[config.mk]
export PLATFORM = sky130hd
export DESIGN_NAME = sram_host_ctrl
export DESIGN_NICKNAME = d
export VERILOG_FILES = /design/src/sram_ctrl_pkg.sv /design/src/sram_wait_counter.sv /design/src/sram_host_ctrl.sv
export SDC_FILE = /design/constraint.sdc
export NUM_CORES = 1
export LEC_CHECK = 0
export CAP_MARGIN = 40
export CORE_ASPECT_RATIO = 2
export CORE_MARGIN = 1.5
export CORE_UTILIZATION = 30
export CTS_BUF_LIST = sky130_fd_sc_hd__clkbuf_8
export CTS_CLUSTER_DIAMETER = 120
export CTS_CLUSTER_SIZE = 8
export DETAILED_ROUTE_END_ITERATION = 16
export DONT_BUFFER_PORTS = 1
export PLACE_DENSITY_LB_ADDON = 0.05
export SYNTH_ARGS = -nofsm -noshare
export SYNTH_HDL_FRONTEND = slang
export SYNTH_HIERARCHICAL = 1
export SYNTH_SLANG_ARGS = --single-unit
[constraint.sdc]
create_clock -name core_clk -period 2.5 [get_ports core_clk]
set_input_delay 0.25 -clock core_clk [delete_from_list [all_inputs] [get_ports core_clk]]
set_output_delay 0.25 -clock core_clk [all_outputs]
set_load 0.02 [all_outputs]
[src/sram_ctrl_pkg.sv]
// Purpose: Constants for the 8K x 8 asynchronous static RAM controller
// Assumes: core_clk at 25 MHz, slowest speed grade timing
// Notes: Times in ns, cycle counts derived from the clock period
package sram_ctrl_pkg;
  localparam int CLK_PERIOD_NS = 40;
  localparam int INDEX_W = 13;
  localparam int DATA_W = 8;
  // Slowest grade figures
  localparam int ADDR_ACCESS_NS = 120;
  localparam int DRIVE_ACCESS_NS = 50;
  localparam int STROBE_PULSE_NS = 70;
  localparam int DATA_SETUP_NS = 40;
  localparam int FLOAT_NS = 40;
  // Least times round up
  localparam int ACCESS_CYC = (ADDR_ACCESS_NS + CLK_PERIOD_NS - 1) / CLK_PERIOD_NS;
  localparam int STROBE_CYC = (STROBE_PULSE_NS + CLK_PERIOD_NS - 1) / CLK_PERIOD_NS;
  localparam int SETUP_CYC = (DATA_SETUP_NS + CLK_PERIOD_NS - 1) / CLK_PERIOD_NS;
  localparam int FLOAT_CYC = (FLOAT_NS + CLK_PERIOD_NS - 1) / CLK_PERIOD_NS;
  localparam int CNT_W = 4;

  typedef enum logic [4:0] {
    ST_IDLE  = 5'h01,
    ST_READ  = 5'h02,
    ST_WRITE = 5'h04,
    ST_HOLD  = 5'h08,
    ST_GAP   = 5'h10
  } ctrl_state_t;
endpackage : sram_ctrl_pkg

[src/sram_wait_counter.sv]
// Purpose: Down counter that times one bus phase
// Assumes: load and count never needed together beyond load priority
// Notes: done is high while the count is zero
`timescale 1ns/1ns
module sram_wait_counter #(
  parameter int W = 4
) (
  // Clock and reset
  input wire logic clk,
  input wire logic rst,
  // Control
  input wire logic load,
  input wire logic [W-1:0] value,
  // Status
  output logic done
);
  logic [W-1:0] cnt_q;

  always_ff @(posedge clk or posedge rst) begin
    if (rst) begin
      cnt_q <= '0;
    end else if (load) begin
      cnt_q <= value;
    end else if (cnt_q != '0) begin
      cnt_q <= cnt_q - 1'b1;
    end
  end

  assign done = (cnt_q == '0);
endmodule : sram_wait_counter

[src/sram_host_ctrl.sv]
// Purpose: Master that reads and writes an 8K x 8 asynchronous static RAM
// Assumes: One request at a time; data pins sampled on core_clk
// Notes: Writes are strobe-terminated with output drive held high
// Summary of operation
// RL1: Both selects active address one word
// RL2: Either select inactive deselects, outputs float
// RL3: Output drive high floats device outputs
// RL4: Read needs strobe high, selects, drive low
// RL5: Stable selection gives data after access time
// RL6: Old data held briefly after index change
// RL7: Select access delay when index already stable
// RL8: Select access independent of deselect time
// RL9: Device drives only when selected and enabled
// RL10: Write starts at last activating edge
// RL11: Drive-low write briefly drives, then floats
// RL12: Master keeps output drive high writing
// RL13: Device stores data, floats during write
// RL14: Index set before write, held past end; here set on the same edge the strobe falls
// RL15: Data setup and hold around strobe rise
// RL16: Select-ended write timed on select edge
// RL17: Drive low at strobe rise returns data
// RL18: Drive high at strobe rise stays floating
// RL19: Never enable outputs while driving write data
// RL20: Array contents undefined, never reset
`timescale 1ns/1ns
module sram_host_ctrl (
  // Clock and reset
  input wire logic core_clk,
  input wire logic sys_rst,
  // User request
  input wire logic reqValid,
  input wire logic reqWrite,
  input wire logic [sram_ctrl_pkg::INDEX_W-1:0] reqIndex,
  input wire logic [sram_ctrl_pkg::DATA_W-1:0] reqData,
  output logic reqReady,
  // User answer
  output logic rspValid,
  output logic [sram_ctrl_pkg::DATA_W-1:0] rspData,
  // Memory pins
  output logic [sram_ctrl_pkg::INDEX_W-1:0] wordIndex,
  output logic selectLowActive_n,
  output logic selectHighActive,
  output logic writeStrobe_n,
  output logic outputDrive_n,
  input wire logic [sram_ctrl_pkg::DATA_W-1:0] dataLinesIn,
  output logic [sram_ctrl_pkg::DATA_W-1:0] dataLinesOut,
  output logic dataLinesOe
);
  //////////////////////////////////////////////////////////////////////////
  sram_ctrl_pkg::ctrl_state_t state_q;
  logic [sram_ctrl_pkg::CNT_W-1:0] waitValue;
  logic waitLoad;
  logic waitDone;
  logic isWrite_q;

  sram_wait_counter #(
    .W(sram_ctrl_pkg::CNT_W)
  ) u_wait (
    .clk(core_clk),
    .rst(sys_rst),
    .load(waitLoad),
    .value(waitValue),
    .done(waitDone)
  );

  // Strobe and float loads hold one less since the load edge itself counts; the read load holds the full ACCESS_CYC
  always_comb begin
    waitLoad = 1'b0;
    waitValue = '0;
    case (state_q)
      sram_ctrl_pkg::ST_IDLE: begin
        if (reqValid) begin
          waitLoad = 1'b1;
          if (reqWrite) begin
            waitValue = sram_ctrl_pkg::CNT_W'(sram_ctrl_pkg::STROBE_CYC - 1);
          end else begin
            waitValue = sram_ctrl_pkg::CNT_W'(sram_ctrl_pkg::ACCESS_CYC);
          end
        end
      end
      sram_ctrl_pkg::ST_WRITE: begin
        if (waitDone) begin
          waitLoad = 1'b1;
          waitValue = '0;
        end
      end
      sram_ctrl_pkg::ST_READ,
      sram_ctrl_pkg::ST_HOLD: begin
        if (waitDone) begin
          waitLoad = 1'b1;
          waitValue = sram_ctrl_pkg::CNT_W'(sram_ctrl_pkg::FLOAT_CYC - 1);
        end
      end
      default: begin
        waitLoad = 1'b0;
      end
    endcase
  end

  //////////////////////////////////////////////////////////////////////////
  // Sequencer
  always_ff @(posedge core_clk or posedge sys_rst) begin
    if (sys_rst) begin
      state_q <= sram_ctrl_pkg::ST_IDLE;
      isWrite_q <= 1'b0;
    end else begin
      case (state_q)
        sram_ctrl_pkg::ST_IDLE: begin
          if (reqValid) begin
            isWrite_q <= reqWrite;
            state_q <= reqWrite ? sram_ctrl_pkg::ST_WRITE : sram_ctrl_pkg::ST_READ;
          end
        end
        sram_ctrl_pkg::ST_READ: begin
          if (waitDone) begin
            state_q <= sram_ctrl_pkg::ST_GAP;
          end
        end
        sram_ctrl_pkg::ST_WRITE: begin
          if (waitDone) begin
            state_q <= sram_ctrl_pkg::ST_HOLD;
          end
        end
        sram_ctrl_pkg::ST_HOLD: begin
          if (waitDone) begin
            state_q <= sram_ctrl_pkg::ST_GAP;
          end
        end
        sram_ctrl_pkg::ST_GAP: begin
          if (waitDone) begin
            state_q <= sram_ctrl_pkg::ST_IDLE;
          end
        end
        default: begin
          state_q <= sram_ctrl_pkg::ST_IDLE;
        end
      endcase
    end
  end

  //////////////////////////////////////////////////////////////////////////
  // Index and write data; set on the same edge the selects go active, held until after the last
  always_ff @(posedge core_clk or posedge sys_rst) begin
    if (sys_rst) begin
      wordIndex <= '0;
      dataLinesOut <= '0;
    end else if (state_q == sram_ctrl_pkg::ST_IDLE && reqValid) begin
      wordIndex <= reqIndex; // RL14
      dataLinesOut <= reqData; // RL15
    end
  end

  // Selects: both active for the whole access, dropped in the gap
  always_ff @(posedge core_clk or posedge sys_rst) begin
    if (sys_rst) begin
      selectLowActive_n <= 1'b1; // RL2
      selectHighActive <= 1'b0;
    end else if (state_q == sram_ctrl_pkg::ST_IDLE && reqValid) begin
      selectLowActive_n <= 1'b0; // RL1
      selectHighActive <= 1'b1;
    end else if ((state_q == sram_ctrl_pkg::ST_READ || state_q == sram_ctrl_pkg::ST_HOLD)
                 && waitDone) begin
      selectLowActive_n <= 1'b1; // RL2
      selectHighActive <= 1'b0;
    end
  end

  // Strobe falls with the selects so the write starts there; it rises
  // while selects stay active, ending the write on the strobe edge
  always_ff @(posedge core_clk or posedge sys_rst) begin
    if (sys_rst) begin
      writeStrobe_n <= 1'b1;
    end else if (state_q == sram_ctrl_pkg::ST_IDLE && reqValid && reqWrite) begin
      writeStrobe_n <= 1'b0; // RL10
    end else if (state_q == sram_ctrl_pkg::ST_WRITE && waitDone) begin
      writeStrobe_n <= 1'b1; // RL15
    end
  end

  // Output drive low only for reads; high through every write
  always_ff @(posedge core_clk or posedge sys_rst) begin
    if (sys_rst) begin
      outputDrive_n <= 1'b1; // RL3
    end else if (state_q == sram_ctrl_pkg::ST_IDLE && reqValid && !reqWrite) begin
      outputDrive_n <= 1'b0; // RL4
    end else if (state_q == sram_ctrl_pkg::ST_READ && waitDone) begin
      outputDrive_n <= 1'b1; // RL12
    end
  end

  // Bus drive only in write and hold, never with output drive low
  always_ff @(posedge core_clk or posedge sys_rst) begin
    if (sys_rst) begin
      dataLinesOe <= 1'b0;
    end else if (state_q == sram_ctrl_pkg::ST_IDLE && reqValid && reqWrite) begin
      dataLinesOe <= 1'b1; // RL19
    end else if (state_q == sram_ctrl_pkg::ST_HOLD && waitDone) begin
      dataLinesOe <= 1'b0; // RL16
    end
  end

  //////////////////////////////////////////////////////////////////////////
  // Answer: sample once the address access time has passed
  always_ff @(posedge core_clk or posedge sys_rst) begin
    if (sys_rst) begin
      rspValid <= 1'b0;
      rspData <= '0;
    end else begin
      rspValid <= 1'b0;
      if (state_q == sram_ctrl_pkg::ST_READ && waitDone) begin
        rspValid <= 1'b1; // RL5
        rspData <= dataLinesIn; // RL7
      end else if (state_q == sram_ctrl_pkg::ST_HOLD && waitDone && isWrite_q) begin
        rspValid <= 1'b1;
      end
    end
  end

  // Ready only in idle after the deselect gap has floated the bus
  always_ff @(posedge core_clk or posedge sys_rst) begin
    if (sys_rst) begin
      reqReady <= 1'b0;
    end else if (state_q == sram_ctrl_pkg::ST_IDLE && reqValid) begin
      reqReady <= 1'b0;
    end else if (state_q == sram_ctrl_pkg::ST_IDLE ||
                 (state_q == sram_ctrl_pkg::ST_GAP && waitDone)) begin
      reqReady <= 1'b1;
    end else begin
      reqReady <= 1'b0;
    end
  end
endmodule : sram_host_ctrl

=== Word level (Yosys, flattened, before mapping) ===
Cells that the tools add are included.

* Add/sub/neg operators: 1
* Equal/unequal tests: 9
* Muxes and demuxes: 28
* Reductions and logical operators: 23

{| class="wikitable"
|+ Operators with widths
! cell !! number
|-
| $mux W5 || 4
|-
| $pmux W5 S4 || 1
|-
| $mux W1 || 16
|-
| $reduce_bool A2 Y1 || 5
|-
| $logic_and A1 B1 Y1 || 9
|-
| $mux W4 || 2
|-
| $mux W2 || 3
|-
| $ne A2 B2 Y1 const B || 3
|-
| $eq A5 B1 Y1 const B || 1
|-
| $eq A5 B2 Y1 const B || 1
|-
| $eq A5 B3 Y1 const B || 1
|-
| $eq A5 B4 Y1 const B || 1
|-
| $eq A5 B5 Y1 const B || 1
|-
| $logic_not A4 Y1 || 1
|-
| $reduce_and A4 Y1 || 1
|-
| $reduce_bool A4 Y1 || 1
|-
| $sub A4 B1 Y4 const B || 1
|-
| $mux W3 || 1
|-
| $reduce_or A3 Y1 || 1
|-
| $logic_or A1 B1 Y1 || 2
|-
| $ne A2 B1 Y1 const B || 1
|-
| $pmux W1 S2 || 1
|-
| $reduce_and A2 Y1 || 1
|-
| $reduce_or A2 Y1 || 1
|-
| $logic_not A1 Y1 || 1
|}

* Bits in registers: 46
* Input bits: 33
* Output and inout bits: 36
* Logic and storage cells: 74

=== Depth between registers and ports, before layout ===
Gate-level depths: netlist of run 1.

* Depth after elaboration: 5
* Depth in mapped cells: 9
* Gate-level depth less buffers: 8

=== Modules after synthesis ===
Netlist of run 1, hierarchy kept.

{| class="wikitable"
|+ By module, submodules not included
! module !! times used !! cells each !! area an instance (µm²)
|-
| sram_host_ctrl || 1 || 126 || 1,808.0
|-
| sram_wait_counter || 1 || 23 || 236.5
|}

=== Worst setup path after synthesis of run 1 ===
Ideal clock, no wire load.

* Kind: register -> register
* Start point: reg u_wait.cnt_q[0]
* End point: reg u_wait.cnt_q[3]
* Library setup time: 126 ps
* Arrival time: 2,006 ps
* Required time: 2,374 ps
* Path slack: 368 ps
* Cell stages (with the launch flop): 10
* Buffers on the path: 1
* Period minus slack after synthesis: 2,132 ps
* Path through: dfrtp_1 inv_1 ha_1 nor3b_4 nor4b_4 nand2_1 nand3_1 clkbuf_1 nor3_1 a221o_1

* Longest elaborated chain between the ends: 4
* Elaborated cells between the ends (all ways): 8
* Classes of those cells: add/sub: 1; mux: 4; reduce/logical: 3

{| class="wikitable"
|+ RTL lines
! item !! line !! text
|-
| from (decl) || sram_wait_counter.sv:17 || <nowiki>logic [W-1:0] cnt_q;</nowiki>
|-
| from (signal assigned) || sram_wait_counter.sv:23 || <nowiki>cnt_q <= value;</nowiki>
|-
| from (signal assigned) || sram_wait_counter.sv:25 || <nowiki>cnt_q <= cnt_q - 1'b1;</nowiki>
|-
| $logic_not A4 Y1 * || sram_wait_counter.sv:29 || <nowiki>assign done = (cnt_q == '0);</nowiki>
|-
| net waitDone || sram_host_ctrl.sv:53 || <nowiki>logic waitDone;</nowiki>
|-
| $mux W1 * || sram_host_ctrl.sv:82, sram_host_ctrl.sv:89 ||
|-
| $pmux W1 S2 * || sram_host_ctrl.sv:70 || <nowiki>case (state_q)</nowiki>
|-
| net waitLoad || sram_host_ctrl.sv:52 || <nowiki>logic waitLoad;</nowiki>
|-
| $mux W4 or $reduce_bool A2 Y1 (tied branches) || n/a ||
|}

The timed path passes the listed nets; every way through them passes the cells marked *. The select of a mux whose other input is x is not followed.
A chain may end at the register's enable or synchronous reset.

=== Worst setup path in the final report of run 1 ===
Ends and elaborated chain as after synthesis.

==> flow_metrics.env, run 1 <==
export IMPL_outcome="finished clean"
export IMPL_met3_usage_pct=3.77
export IMPL_multi_input_area_um2=796
export IMPL_dpl_cell_count=233
export IMPL_gp_congestion=0.706
export IMPL_use_met2_pct=21.6
export IMPL_insertion_delay_ns=0.30
export IMPL_area_growth_pct=11.8
export IMPL_core_area_um2=6620
export IMPL_drt_total_wl_mm=4.20
export IMPL_path_class="reg -> reg"
export IMPL_fillCellCount=686
export IMPL_ioPinCount=69
export IMPL_clockBufferDepth=2
export IMPL_synth_cell_types=42
export IMPL_grt_usage_pct=12.2
export IMPL_grt_max_degree=29
export IMPL_synthMuxAreaShare_pct=19.6
export IMPL_power_uw=3080
export IMPL_synth_area_um2=2040
export IMPL_drc=0
export IMPL_rows=42
export IMPL_fp_dieH_um=120
export IMPL_ctsHtreeMaxLevel=2
export IMPL_vias_per_cell=4.75
export IMPL_drv_slew=0
export IMPL_start_util_pct=30.9
export IMPL_top_usage_layer="met2"
export IMPL_hold_class="in -> reg"
export IMPL_ant_nets=0
export IMPL_wire_per_inst_um=17.1
export IMPL_ys_seq_area_share_pct=56.5
export IMPL_max_slew_margin_pct=61.6
export IMPL_setup_worst_path_end_class="register"
export IMPL_pwr_density_cell_nw_per_um2=1350
export IMPL_synth_top_family_by_area="multiplexers"
export IMPL_synth_cells=149
export IMPL_finalSetupViolCount=0
export IMPL_synthSimpleGateAreaFrac_pct=12.1
export IMPL_slowest_delay_ns=0.39
export IMPL_grt_setup_unrepaired="no"
export IMPL_drt_initial_drc_count=25
export IMPL_die_w_um=61.4
export IMPL_fin_crit_ns=2.22
export IMPL_grt_first_pass_wirelength_mm=6.48
export IMPL_slowest_stage="dfrtp_1"
export IMPL_cp_start_kind="register"
export IMPL_fin_worst_skew_ns=0.00301
export IMPL_cap_violations=0
export IMPL_synth_xor_area_share_pct=0.857
export IMPL_portBuffers=0
export IMPL_cp_cell_sequence="inv_1, ha_1, nor3b_4, nor4b_4, nand2_1, nand3_1, nor3_1, a221o_1"
export IMPL_arrival_ns=2.41
export IMPL_fin_crit_sh_pct=88.9
export IMPL_fin_tns_setup_ns=0
export IMPL_clkTransAtPathRegs_ns=0.09
export IMPL_synth_compound_area_share_pct=5.45
export IMPL_die_area_um2=7350
export IMPL_ys_warn_count=6
export IMPL_cts_resized=0
export IMPL_p_leak_uw=0.000968
export IMPL_drive_gt1_share_pct=28.0
export IMPL_final_cells=245
export IMPL_ys_ff_latch=46
export IMPL_grt_overflow_total=0
export IMPL_firstDrtPassIters=4
export IMPL_tightest_slew_ns=0.568
export IMPL_cts_root_buffer="clkbuf_8"
export IMPL_antennaDiodeCount=0
export IMPL_cts_tree="done"
export IMPL_register_area_um2=1160
export IMPL_antenna_found_initial=0
export IMPL_dr_total_vias=1163
export IMPL_cts_sinks=46
export IMPL_dpl_hpwl_mm=3.18
export IMPL_met1_usage_pct=11.7
export IMPL_crit_path_max_fanout=8
export IMPL_hold_violations=0
export IMPL_synthAdderAreaFrac_pct=0.612
export IMPL_grt_pass1_vias=1236
export IMPL_crit_required_ns=2.69
export IMPL_max_freq_mhz=450
export IMPL_cts_inserted_buffers=5
export IMPL_ir_drop_mv=0.449
export IMPL_nets=190
export IMPL_syn_area_per_cell_um2=13.7
[flip-flops by register name, summed over array words and instances, names as in the netlist]
signal,count
rspData,8
writeStrobe_n,1
u_wait/cnt_q,4
selectLowActive_n,1
isWrite_q,1
dataLinesOe,1
selectHighActive,1
state_q,5
outputDrive_n,1
rspValid,1
wordIndex,13
reqReady,1
dataLinesOut,8
[area by class of cell]
type | instances | area share (%)
Timing Repair Buffer | 7 | 3.40
Inverter | 8 | 1.42
Sequential cell | 46 | 50.6
Clock buffer | 5 | 3.01
Clock inverter | 3 | 1.92
Tap cell | 88 | 4.82
Multi-Input combinational cell | 88 | 34.8
[path summary, 6_finish.rpt]
kind | startpoint | endpoint | slack (ns) | cells past startpoint
worst max-delay path | u_wait/cnt_q[0]$_DFFE_PP0P_ | u_wait/cnt_q[3]$_DFFE_PP0P_ | 0.28 | 8
worst min-delay path | reqWrite | state_q[1]$_DFFE_PP0P_ | 0.06 | 1
worst max register to register | u_wait/cnt_q[0]$_DFFE_PP0P_ | u_wait/cnt_q[3]$_DFFE_PP0P_ | 0.28 | 8
worst min register to register | isWrite_q$_DFFE_PP0P_ | isWrite_q$_DFFE_PP0P_ | 0.52 | 1
max in group asynchronous | sys_rst | outputDrive_n$_DFFE_PP1P_ | 1.44 | 4
min in group asynchronous | sys_rst | u_wait/cnt_q[2]$_DFFE_PP0P_ | 0.29 | 2
[power by group]
| part | switching [uW] | internal, uW |
|---|---|---|
| registers | 612 | 1090 |
| clock network | 257 | 300 |
| logic | 357 | 463 |
[synth_stat cells]
cell	count	share of area (%)
a211oi_1	1	0.37
a21o_1	1	0.37
a21oi_1	5	1.2
a221o_1	1	0.49
a22o_1	2	0.86
a2bb2oi_1	1	0.43
a31oi_1	1	0.31
and3_2	1	0.37
and4bb_2	1	0.61
buf_2	3	0.73
buf_6	4	2.2
clkbuf_1	1	0.18
conb_1	1	0.18
dfrtp_1	42	51
dfstp_2	4	5.1
ha_1	1	0.61
inv_1	7	1.3
inv_4	1	0.31
mux2_1	14	7.7
mux2_2	10	5.5
mux2_4	8	5.9
mux2i_1	1	0.49
nand2_1	6	1.1
nand2b_1	3	0.92
nand3_1	1	0.24
nand4_4	1	1.0
nand4bb_1	1	0.55
nor2_1	3	0.55
nor2_2	2	0.61
nor2b_1	2	0.61
nor3_1	4	0.98
nor3b_1	2	0.73
nor3b_4	1	0.92
nor4b_1	2	0.86
nor4b_4	1	1.2
o211ai_1	1	0.37
o21ai_0	3	0.73
o22ai_1	1	0.31
or2b_1	1	0.37
or3b_2	1	0.43
xnor2_1	1	0.43
xor2_1	1	0.43
[stage by stage]
step | worst slack (ns) | utilization, % | hold WS, ns | instance area (um^2)
6_report | 0.278 | 34.5 | 0.0601 | 2280
4_1_cts | 0.176 | 34.3 | 0.0414 | 2270
3_5_place_dp | 0.204 | 32.3 | 0.0458 | 2140
5_1_grt | 0.0916 | 34.5 | 0.0402 | 2280
3_3_place_gp | 0.308 | 31.9 | 0.0417 | 2110
2_1_floorplan | 0.368 | - | 0.0161 | 2050
[cells in the final DEF, fill, tap and decap left out, types with 2 or more instances in the layout]
master         count
a21oi_1            5
a22o_1             2
buf_4              4
clkbuf_8           5
conb_1             2
dfrtp_1           42
dfstp_2            4
dlygate4sd3_1      2
inv_1              6
mux2_1            14
mux2_2            10
mux2_4             8
nand2_1            6
nand2b_1           3
nor2_1             3
nor2_2             2
nor2b_1            2
nor3_1             4
nor3b_1            2
nor4b_1            2
o21ai_0            3
[logic make-up after synthesis]
group,after synthesis
flip-flops,46
multiplexers,33
AND/OR/NAND/NOR,33
AO/OA/AOI/OAI,17
buffers and inverters,16
XOR/XNOR,2
adder cells (fa/ha/maj),1
other,1
[metal layers]
| layer | share of wire, % | wire length (um) |
|---|---|---|
| met1 | 35 | 1460 |
| met2 | 57 | 2380 |
| met3 | 5.6 | 233 |
| met4 | 3.0 | 126 |
| met5 | 0 | 0 |
[what timing repair did]
action                     in CTS  in global routing
hold endpoints to repair       13                  0
hold buffers                    2                  0
buffers inserted                0                  2
setup endpoints to repair       0                  1
[critical path: cells and delay by family (launching register included)]
kind | cells | cell delay, ns
compound gates | 1 | 0.32
fa+ha+maj | 1 | 0.21
buf+inv | 1 | 0.09
flops | 1 | 0.39
simple gates | 5 | 1.09
(Power assumes the default switching activity.)
==> inputs of run 2 (changes only) <==
--- a/config.mk
+++ b/config.mk
@@ -5,10 +5,10 @@
 export SDC_FILE = /design/constraint.sdc
 export NUM_CORES = 1
 export LEC_CHECK = 0
-export CAP_MARGIN = 40
+export CAP_MARGIN = 30
 export CORE_ASPECT_RATIO = 2
 export CORE_MARGIN = 1.5
-export CORE_UTILIZATION = 30
+export CORE_UTILIZATION = 50
 export CTS_BUF_LIST = sky130_fd_sc_hd__clkbuf_8
 export CTS_CLUSTER_DIAMETER = 120
 export CTS_CLUSTER_SIZE = 8
==> run 2 against run 1 <==
Compared with the run above: setup slack worse by 0.069 ns; non-clock buffer count down 3; largest power group unchanged; register-to-register slack got worse by 0.07 ns; power decreased by 1.5%.
==> flow_metrics.env, run 2 (synthesis gave the netlist of run 1 again) <==
export IMPL_outcome="finished clean"
export IMPL_firstDrtPassIters=4
export IMPL_combPwrFrac_pct=26.2
export IMPL_drt_initial_drc_count=13
export IMPL_p_leak_uw=0.000938
export IMPL_cts_root_buffer="clkbuf_8"
export IMPL_pwr_share_clk_pct=17.8
export IMPL_final_cell_mix="dfrtp_1 (42), mux2_1 (14), mux2_2 (10)"
export IMPL_max_freq_mhz=436
export IMPL_cp_start_kind="register"
export IMPL_crit_path_max_fanout=8
export IMPL_netSwitchingFraction_pct=39.4
export IMPL_wl_met2_mm=2.10
export IMPL_nets=187
export IMPL_fin_tns_setup_ns=0
export IMPL_ir_drop_mv=0.751
export IMPL_grt_max_degree=29
export IMPL_drv_slew=0
export IMPL_drt_total_wl_mm=3.81
export IMPL_multi_input_area_um2=796
export IMPL_antenna_found_initial=0
export IMPL_drc=0
export IMPL_stdcell_area_um2=2200
export IMPL_area_growth_pct=7.47
export IMPL_cts_tree="done"
export IMPL_cts_inserted_buffers=5
export IMPL_max_slew_margin_pct=38.6
export IMPL_fin_worst_skew_ns=0.00307
export IMPL_wire_per_inst_um=18.6
export IMPL_grt_overflow_total=0
export IMPL_dr_max_layer_used="met4"
export IMPL_tightest_slew_ns=0.915
export IMPL_regMostFlops="wordIndex"
export IMPL_dpl_instance_area_um2=2060
export IMPL_path_buf_inv=1
export IMPL_p_switching_uw=1200
export IMPL_path_class="reg -> reg"
export IMPL_ant_nets=0
export IMPL_critPathTopFamily="simple AND/OR/NAND/NOR gates"
export IMPL_arrival_ns=2.47
export IMPL_cp_cell_sequence="inv_1, ha_1, nor3b_4, nor4b_4, nand2_1, nand3_1, nor3_1, a221o_1"
export IMPL_pwr_density_cell_nw_per_um2=1380
export IMPL_gp_congestion=0.765
export IMPL_hold_class="in -> reg"
export IMPL_largest_reg_flops=13
export IMPL_fp_dieH_um=93.4
export IMPL_core_area_um2=3880
export IMPL_reg_top3="wordIndex: 13 flops, dataLinesOut: 8 flops, rspData: 8 flops"
export IMPL_crit_required_ns=2.68
export IMPL_cap_violations=0
export IMPL_final_common_cell="dfrtp_1"
export IMPL_finalSetupViolCount=0
export IMPL_ioPinCount=69
export IMPL_p_seq_share_pct=56.0
export IMPL_dpl_hpwl_mm=2.88
export IMPL_dr_total_vias=1168
export IMPL_rows=32
export IMPL_ctsHtreeMaxLevel=2
export IMPL_clkTransAtPathRegs_ns=0.08
export IMPL_grt_setup_unrepaired="no"
export IMPL_clockBufferDepth=2
export IMPL_p_int_uw=1840
export IMPL_grt_pass1_vias=1228
export IMPL_start_util_pct=52.6
export IMPL_grt_usage_pct=18.4
export IMPL_fin_crit_ns=2.29
export IMPL_fin_crit_sh_pct=91.6
export IMPL_dr_wl_met3_um=288
export IMPL_die_area_um2=4500
export IMPL_register_area_um2=1160
export IMPL_wirelength_met1_mm=1.31
export IMPL_drive_gt1_share_pct=26.6
export IMPL_fillCellCount=351
export IMPL_portBuffers=0
export IMPL_slowest_delay_ns=0.39
export IMPL_place_ws_ns=0.270
export IMPL_vias_per_cell=5.70
export IMPL_cts_sinks=46
export IMPL_setup_worst_path_end_class="register"
export IMPL_slowest_stage="dfrtp_1"
export IMPL_antennaDiodeCount=0
export IMPL_die_w_um=48.2
export IMPL_hold_violations=0
export IMPL_fin_ws_ns=0.209
export IMPL_insertion_delay_ns=0.29
export IMPL_grt_first_pass_wirelength_mm=5.93
[run 2: cell types whose count changed in the layout (fill, tap and decap cells not counted), sizes merged]
| cell | previous run | this run |
|---|---|---|
| clkinvlp | 0 | 2 |
| clkinv | 2 | 1 |
| inv | 8 | 7 |
| buf | 5 | 2 |
[run 2: power groups by stage]
stage	registers (uW)	clock network [uW]	logic, uW
floorplan	1600	0	749
global route	1760	592	886
finish	1700	540	794
detailed placement	1720	0	803
CTS	1710	567	812
global placement	1710	0	768
[run 2: stage by stage]
step	utilization [%]	hold slack [ns]	power (uW)	cells
after floorplan	-	0.0161	2350	150
after global placement	53.1	0.0304	2480	195
after detailed placement	53.1	0.0316	2530	195
after CTS	56.6	0.0426	3090	205
after global routing	56.6	0.0378	3240	205
final	56.6	0.0586	3030	205
[run 2: routing by layer]
metal	up-vias	GRT usage (%)
met5	-	0
met4	0	9.46
met3	12	5.02
li1	531	-
met2	57	30.6
met1	568	19.5
[run 2: layout make-up]
class / count / area share [%]
repair buffers: 4 / 1.59
clock inverters: 3 / 2.05
well taps: 51 / 2.90
multi-input cells: 88 / 36.2
flip-flops and latches: 46 / 52.6
clock buffers: 5 / 3.13
inverters: 8 / 1.48
[run 2: repair_timing]
action | 4_1_cts | 5_1_grt
hold buffers | 2 | 0
setup buffers | 0 | 0
hold endpoints to repair | 27 | 0
gates resized for setup | 0 | 0
[run 2: worst paths after layout]
kind	start	slack (ns)	end	cells past startpoint
worst min register to register	isWrite_q$_DFFE_PP0P_	0.52	rspValid$_DFF_PP0_	2
worst max-delay path	u_wait/cnt_q[0]$_DFFE_PP0P_	0.21	u_wait/cnt_q[3]$_DFFE_PP0P_	8
min in group asynchronous	sys_rst	0.30	u_wait/cnt_q[2]$_DFFE_PP0P_	2
worst max register to register	u_wait/cnt_q[0]$_DFFE_PP0P_	0.21	u_wait/cnt_q[3]$_DFFE_PP0P_	8
max in group asynchronous	sys_rst	1.25	outputDrive_n$_DFFE_PP1P_	3
worst min-delay path	reqWrite	0.06	state_q[1]$_DFFE_PP0P_	1
==> inputs of run 3 (changes only) <==
--- a/config.mk
+++ b/config.mk
@@ -7,7 +7,7 @@
 export LEC_CHECK = 0
 export CAP_MARGIN = 30
 export CORE_ASPECT_RATIO = 2
-export CORE_MARGIN = 1.5
+export CORE_MARGIN = 8
 export CORE_UTILIZATION = 50
 export CTS_BUF_LIST = sky130_fd_sc_hd__clkbuf_8
 export CTS_CLUSTER_DIAMETER = 120
@@ -15,6 +15,7 @@
 export DETAILED_ROUTE_END_ITERATION = 16
 export DONT_BUFFER_PORTS = 1
 export PLACE_DENSITY_LB_ADDON = 0.05
+export SLEW_MARGIN = 25
 export SYNTH_ARGS = -nofsm -noshare
 export SYNTH_HDL_FRONTEND = slang
 export SYNTH_HIERARCHICAL = 1
==> run 3 against run 2 <==
Compared with the run above: count of clock-buffer cells in the layout unchanged; via count down 3.1%; global-route usage down 5.7 points; sequential cell count unchanged; fmax up 6.7%; first-iteration DRC count rose to 2.7 times the previous value; non-clock buffer count up 3; sequential share of layout area down 0.15 points; routed wire length up 2.7%; power down 3.8%.
==> flow_metrics.env, run 3 (synthesis gave the netlist of run 1 again) <==
export IMPL_outcome="finished clean"
export IMPL_portBuffers=0
export IMPL_grt_usage_pct=12.6
export IMPL_hold_class="in -> reg"
export IMPL_clkTransAtPathRegs_ns=0.09
export IMPL_dr_wl_met3_um=388
export IMPL_critPathTopFamily="simple AND/OR/NAND/NOR gates"
export IMPL_die_w_um=61.2
export IMPL_dpl_hpwl_mm=2.95
export IMPL_grt_pass1_vias=1210
export IMPL_rr_endpoint="rspData[2]$_DFFE_PP0P_"
export IMPL_drive_gt1_share_pct=26.8
export IMPL_ant_nets=0
export IMPL_gp_congestion=0.756
export IMPL_die_area_um2=6520
export IMPL_p_leak_uw=0.000957
export IMPL_pwr_density_cell_nw_per_um2=1320
export IMPL_clockBufferDepth=2
export IMPL_ir_drop_mv=0.740
export IMPL_rrSetupSlack_ns=0.35
export IMPL_fin_worst_skew_ns=0.0132
export IMPL_grt_first_pass_wirelength_mm=6.18
export IMPL_cts_resized=0
export IMPL_whs_ns=0.0538
export IMPL_setup_worst_path_end_class="register"
export IMPL_worstReg2RegStart="u_wait/cnt_q[0]$_DFFE_PP0P_"
export IMPL_grt_setup_unrepaired="no"
export IMPL_cp_cell_sequence="inv_1, ha_1, nor3b_4, nor4b_4, nand2b_1, mux2_4"
export IMPL_core_area_um2=4010
export IMPL_rows=33
export IMPL_cts_tree="done"
export IMPL_register_area_um2=1160
export IMPL_dr_max_layer_used="met4"
export IMPL_drv_slew=0
export IMPL_wl_met2_mm=1.94
export IMPL_final_common_cell="dfrtp_1"
export IMPL_crit_path_max_fanout=10
export IMPL_hold_violations=0
export IMPL_drc=0
export IMPL_ff2ff_path_depth=6
export IMPL_fillCellCount=351
export IMPL_cts_inserted_buffers=5
export IMPL_ioPinCount=69
export IMPL_hold_depth=1
export IMPL_min_from="reqWrite"
export IMPL_path_class="reg -> reg"
export IMPL_finalSetupViolCount=0
export IMPL_fin_crit_ns=2.15
export IMPL_fin_crit_sh_pct=85.9
export IMPL_nets=190
export IMPL_dr_total_vias=1132
export IMPL_post_route_util_pct=55.0
export IMPL_cts_root_buffer="clkbuf_8"
export IMPL_slowest_delay_ns=0.42
export IMPL_start_util_pct=51.0
export IMPL_arrival_ns=2.32
export IMPL_multi_input_area_um2=796
export IMPL_ctsHtreeMaxLevel=2
export IMPL_largest_reg_flops=13
export IMPL_fin_tns_setup_ns=0
export IMPL_drt_initial_drc_count=35
export IMPL_insertion_delay_ns=0.29
export IMPL_path_buf_inv=1
export IMPL_hold_end="state_q[1]$_DFFE_PP0P_"
export IMPL_crit_required_ns=2.68
export IMPL_regMostFlops="wordIndex"
export IMPL_area_growth_pct=7.77
export IMPL_fp_dieH_um=106
export IMPL_drt_total_wl_mm=3.91
export IMPL_firstDrtPassIters=4
export IMPL_grt_max_degree=29
export IMPL_cp_start_kind="register"
export IMPL_tightest_slew_ns=0.630
export IMPL_max_freq_mhz=466
export IMPL_slowest_stage="mux2_4"
export IMPL_cap_violations=0
export IMPL_wirelength_met1_mm=1.52
export IMPL_antenna_found_initial=0
export IMPL_vias_per_cell=5.42
export IMPL_antennaDiodeCount=0
export IMPL_wire_per_inst_um=18.7
export IMPL_cts_sinks=46
export IMPL_grt_overflow_total=0
export IMPL_final_cell_mix="dfrtp_1 (42), mux2_1 (14), mux2_2 (10)"
export IMPL_reg_top3="wordIndex: 13 flops, dataLinesOut: 8 flops, rspData: 8 flops"
export IMPL_max_slew_margin_pct=58.0
export IMPL_cts_setup_buffers=0
run 3: cell types whose count changed in the layout (fill, tap and decap cells not counted), sizes merged:
cell / delta
dlygate4sd3: +1
clkinv: +1
bufinv: -1
buf: +2
clkinvlp: -2
inv: +2
run 3: routing by layer:
| layer | up-vias | GRT usage, % |
|---|---|---|
| li1 | 528 | - |
| met3 | 8 | 4.59 |
| met1 | 551 | 15.4 |
| met5 | - | 0 |
| met4 | 0 | 5.71 |
| met2 | 45 | 19.1 |
run 3: timing repair:
item,in CTS,in global routing
endpoints found under the hold margin,5,3
setup endpoints to repair,0,0
hold buffers,2,1
run 3: worst max-delay path by stage:
stage | from | slack, ns | end | depth (start not counted)
2_1_floorplan | u_wait/cnt_q[0]$_DFFE_PP0P_ | 0.37 | u_wait/cnt_q[3]$_DFFE_PP0P_ | 9
3_3_place_gp | u_wait/cnt_q[0]$_DFFE_PP0P_ | 0.40 | rspData[2]$_DFFE_PP0P_ | 6
3_5_place_dp | u_wait/cnt_q[0]$_DFFE_PP0P_ | 0.33 | rspData[7]$_DFFE_PP0P_ | 6
4_1_cts | u_wait/cnt_q[0]$_DFFE_PP0P_ | 0.34 | rspData[7]$_DFFE_PP0P_ | 6
5_1_grt | u_wait/cnt_q[0]$_DFFE_PP0P_ | 0.15 | u_wait/cnt_q[3]$_DFFE_PP0P_ | 9
6_report | u_wait/cnt_q[0]$_DFFE_PP0P_ | 0.35 | rspData[2]$_DFFE_PP0P_ | 6
run 3: area by class of cell:
cell class	count	share of cell area, %
sequential	46	52.5
multi-input combinational	88	36.1
clock buffer	5	3.12
timing repair buffer	7	3.07
tap	52	2.95
inverter	8	1.48
clock inverter	3	0.795
run 3: power by group:
group	internal (uW)	switching, uW
clock network	193	234
registers	1090	613
logic	454	334
run 3: stage by stage:
stage                     total power (uW)  worst slack [ns]  cell area (um^2)  cells
after floorplan                       2350             0.368              2050    150
after global placement                2510             0.405              2070    197
after detailed placement              2530             0.333              2070    197
after CTS                             2970             0.335              2180    207
after global routing                  3110             0.151              2200    209
final                                 2920             0.352              2200    209
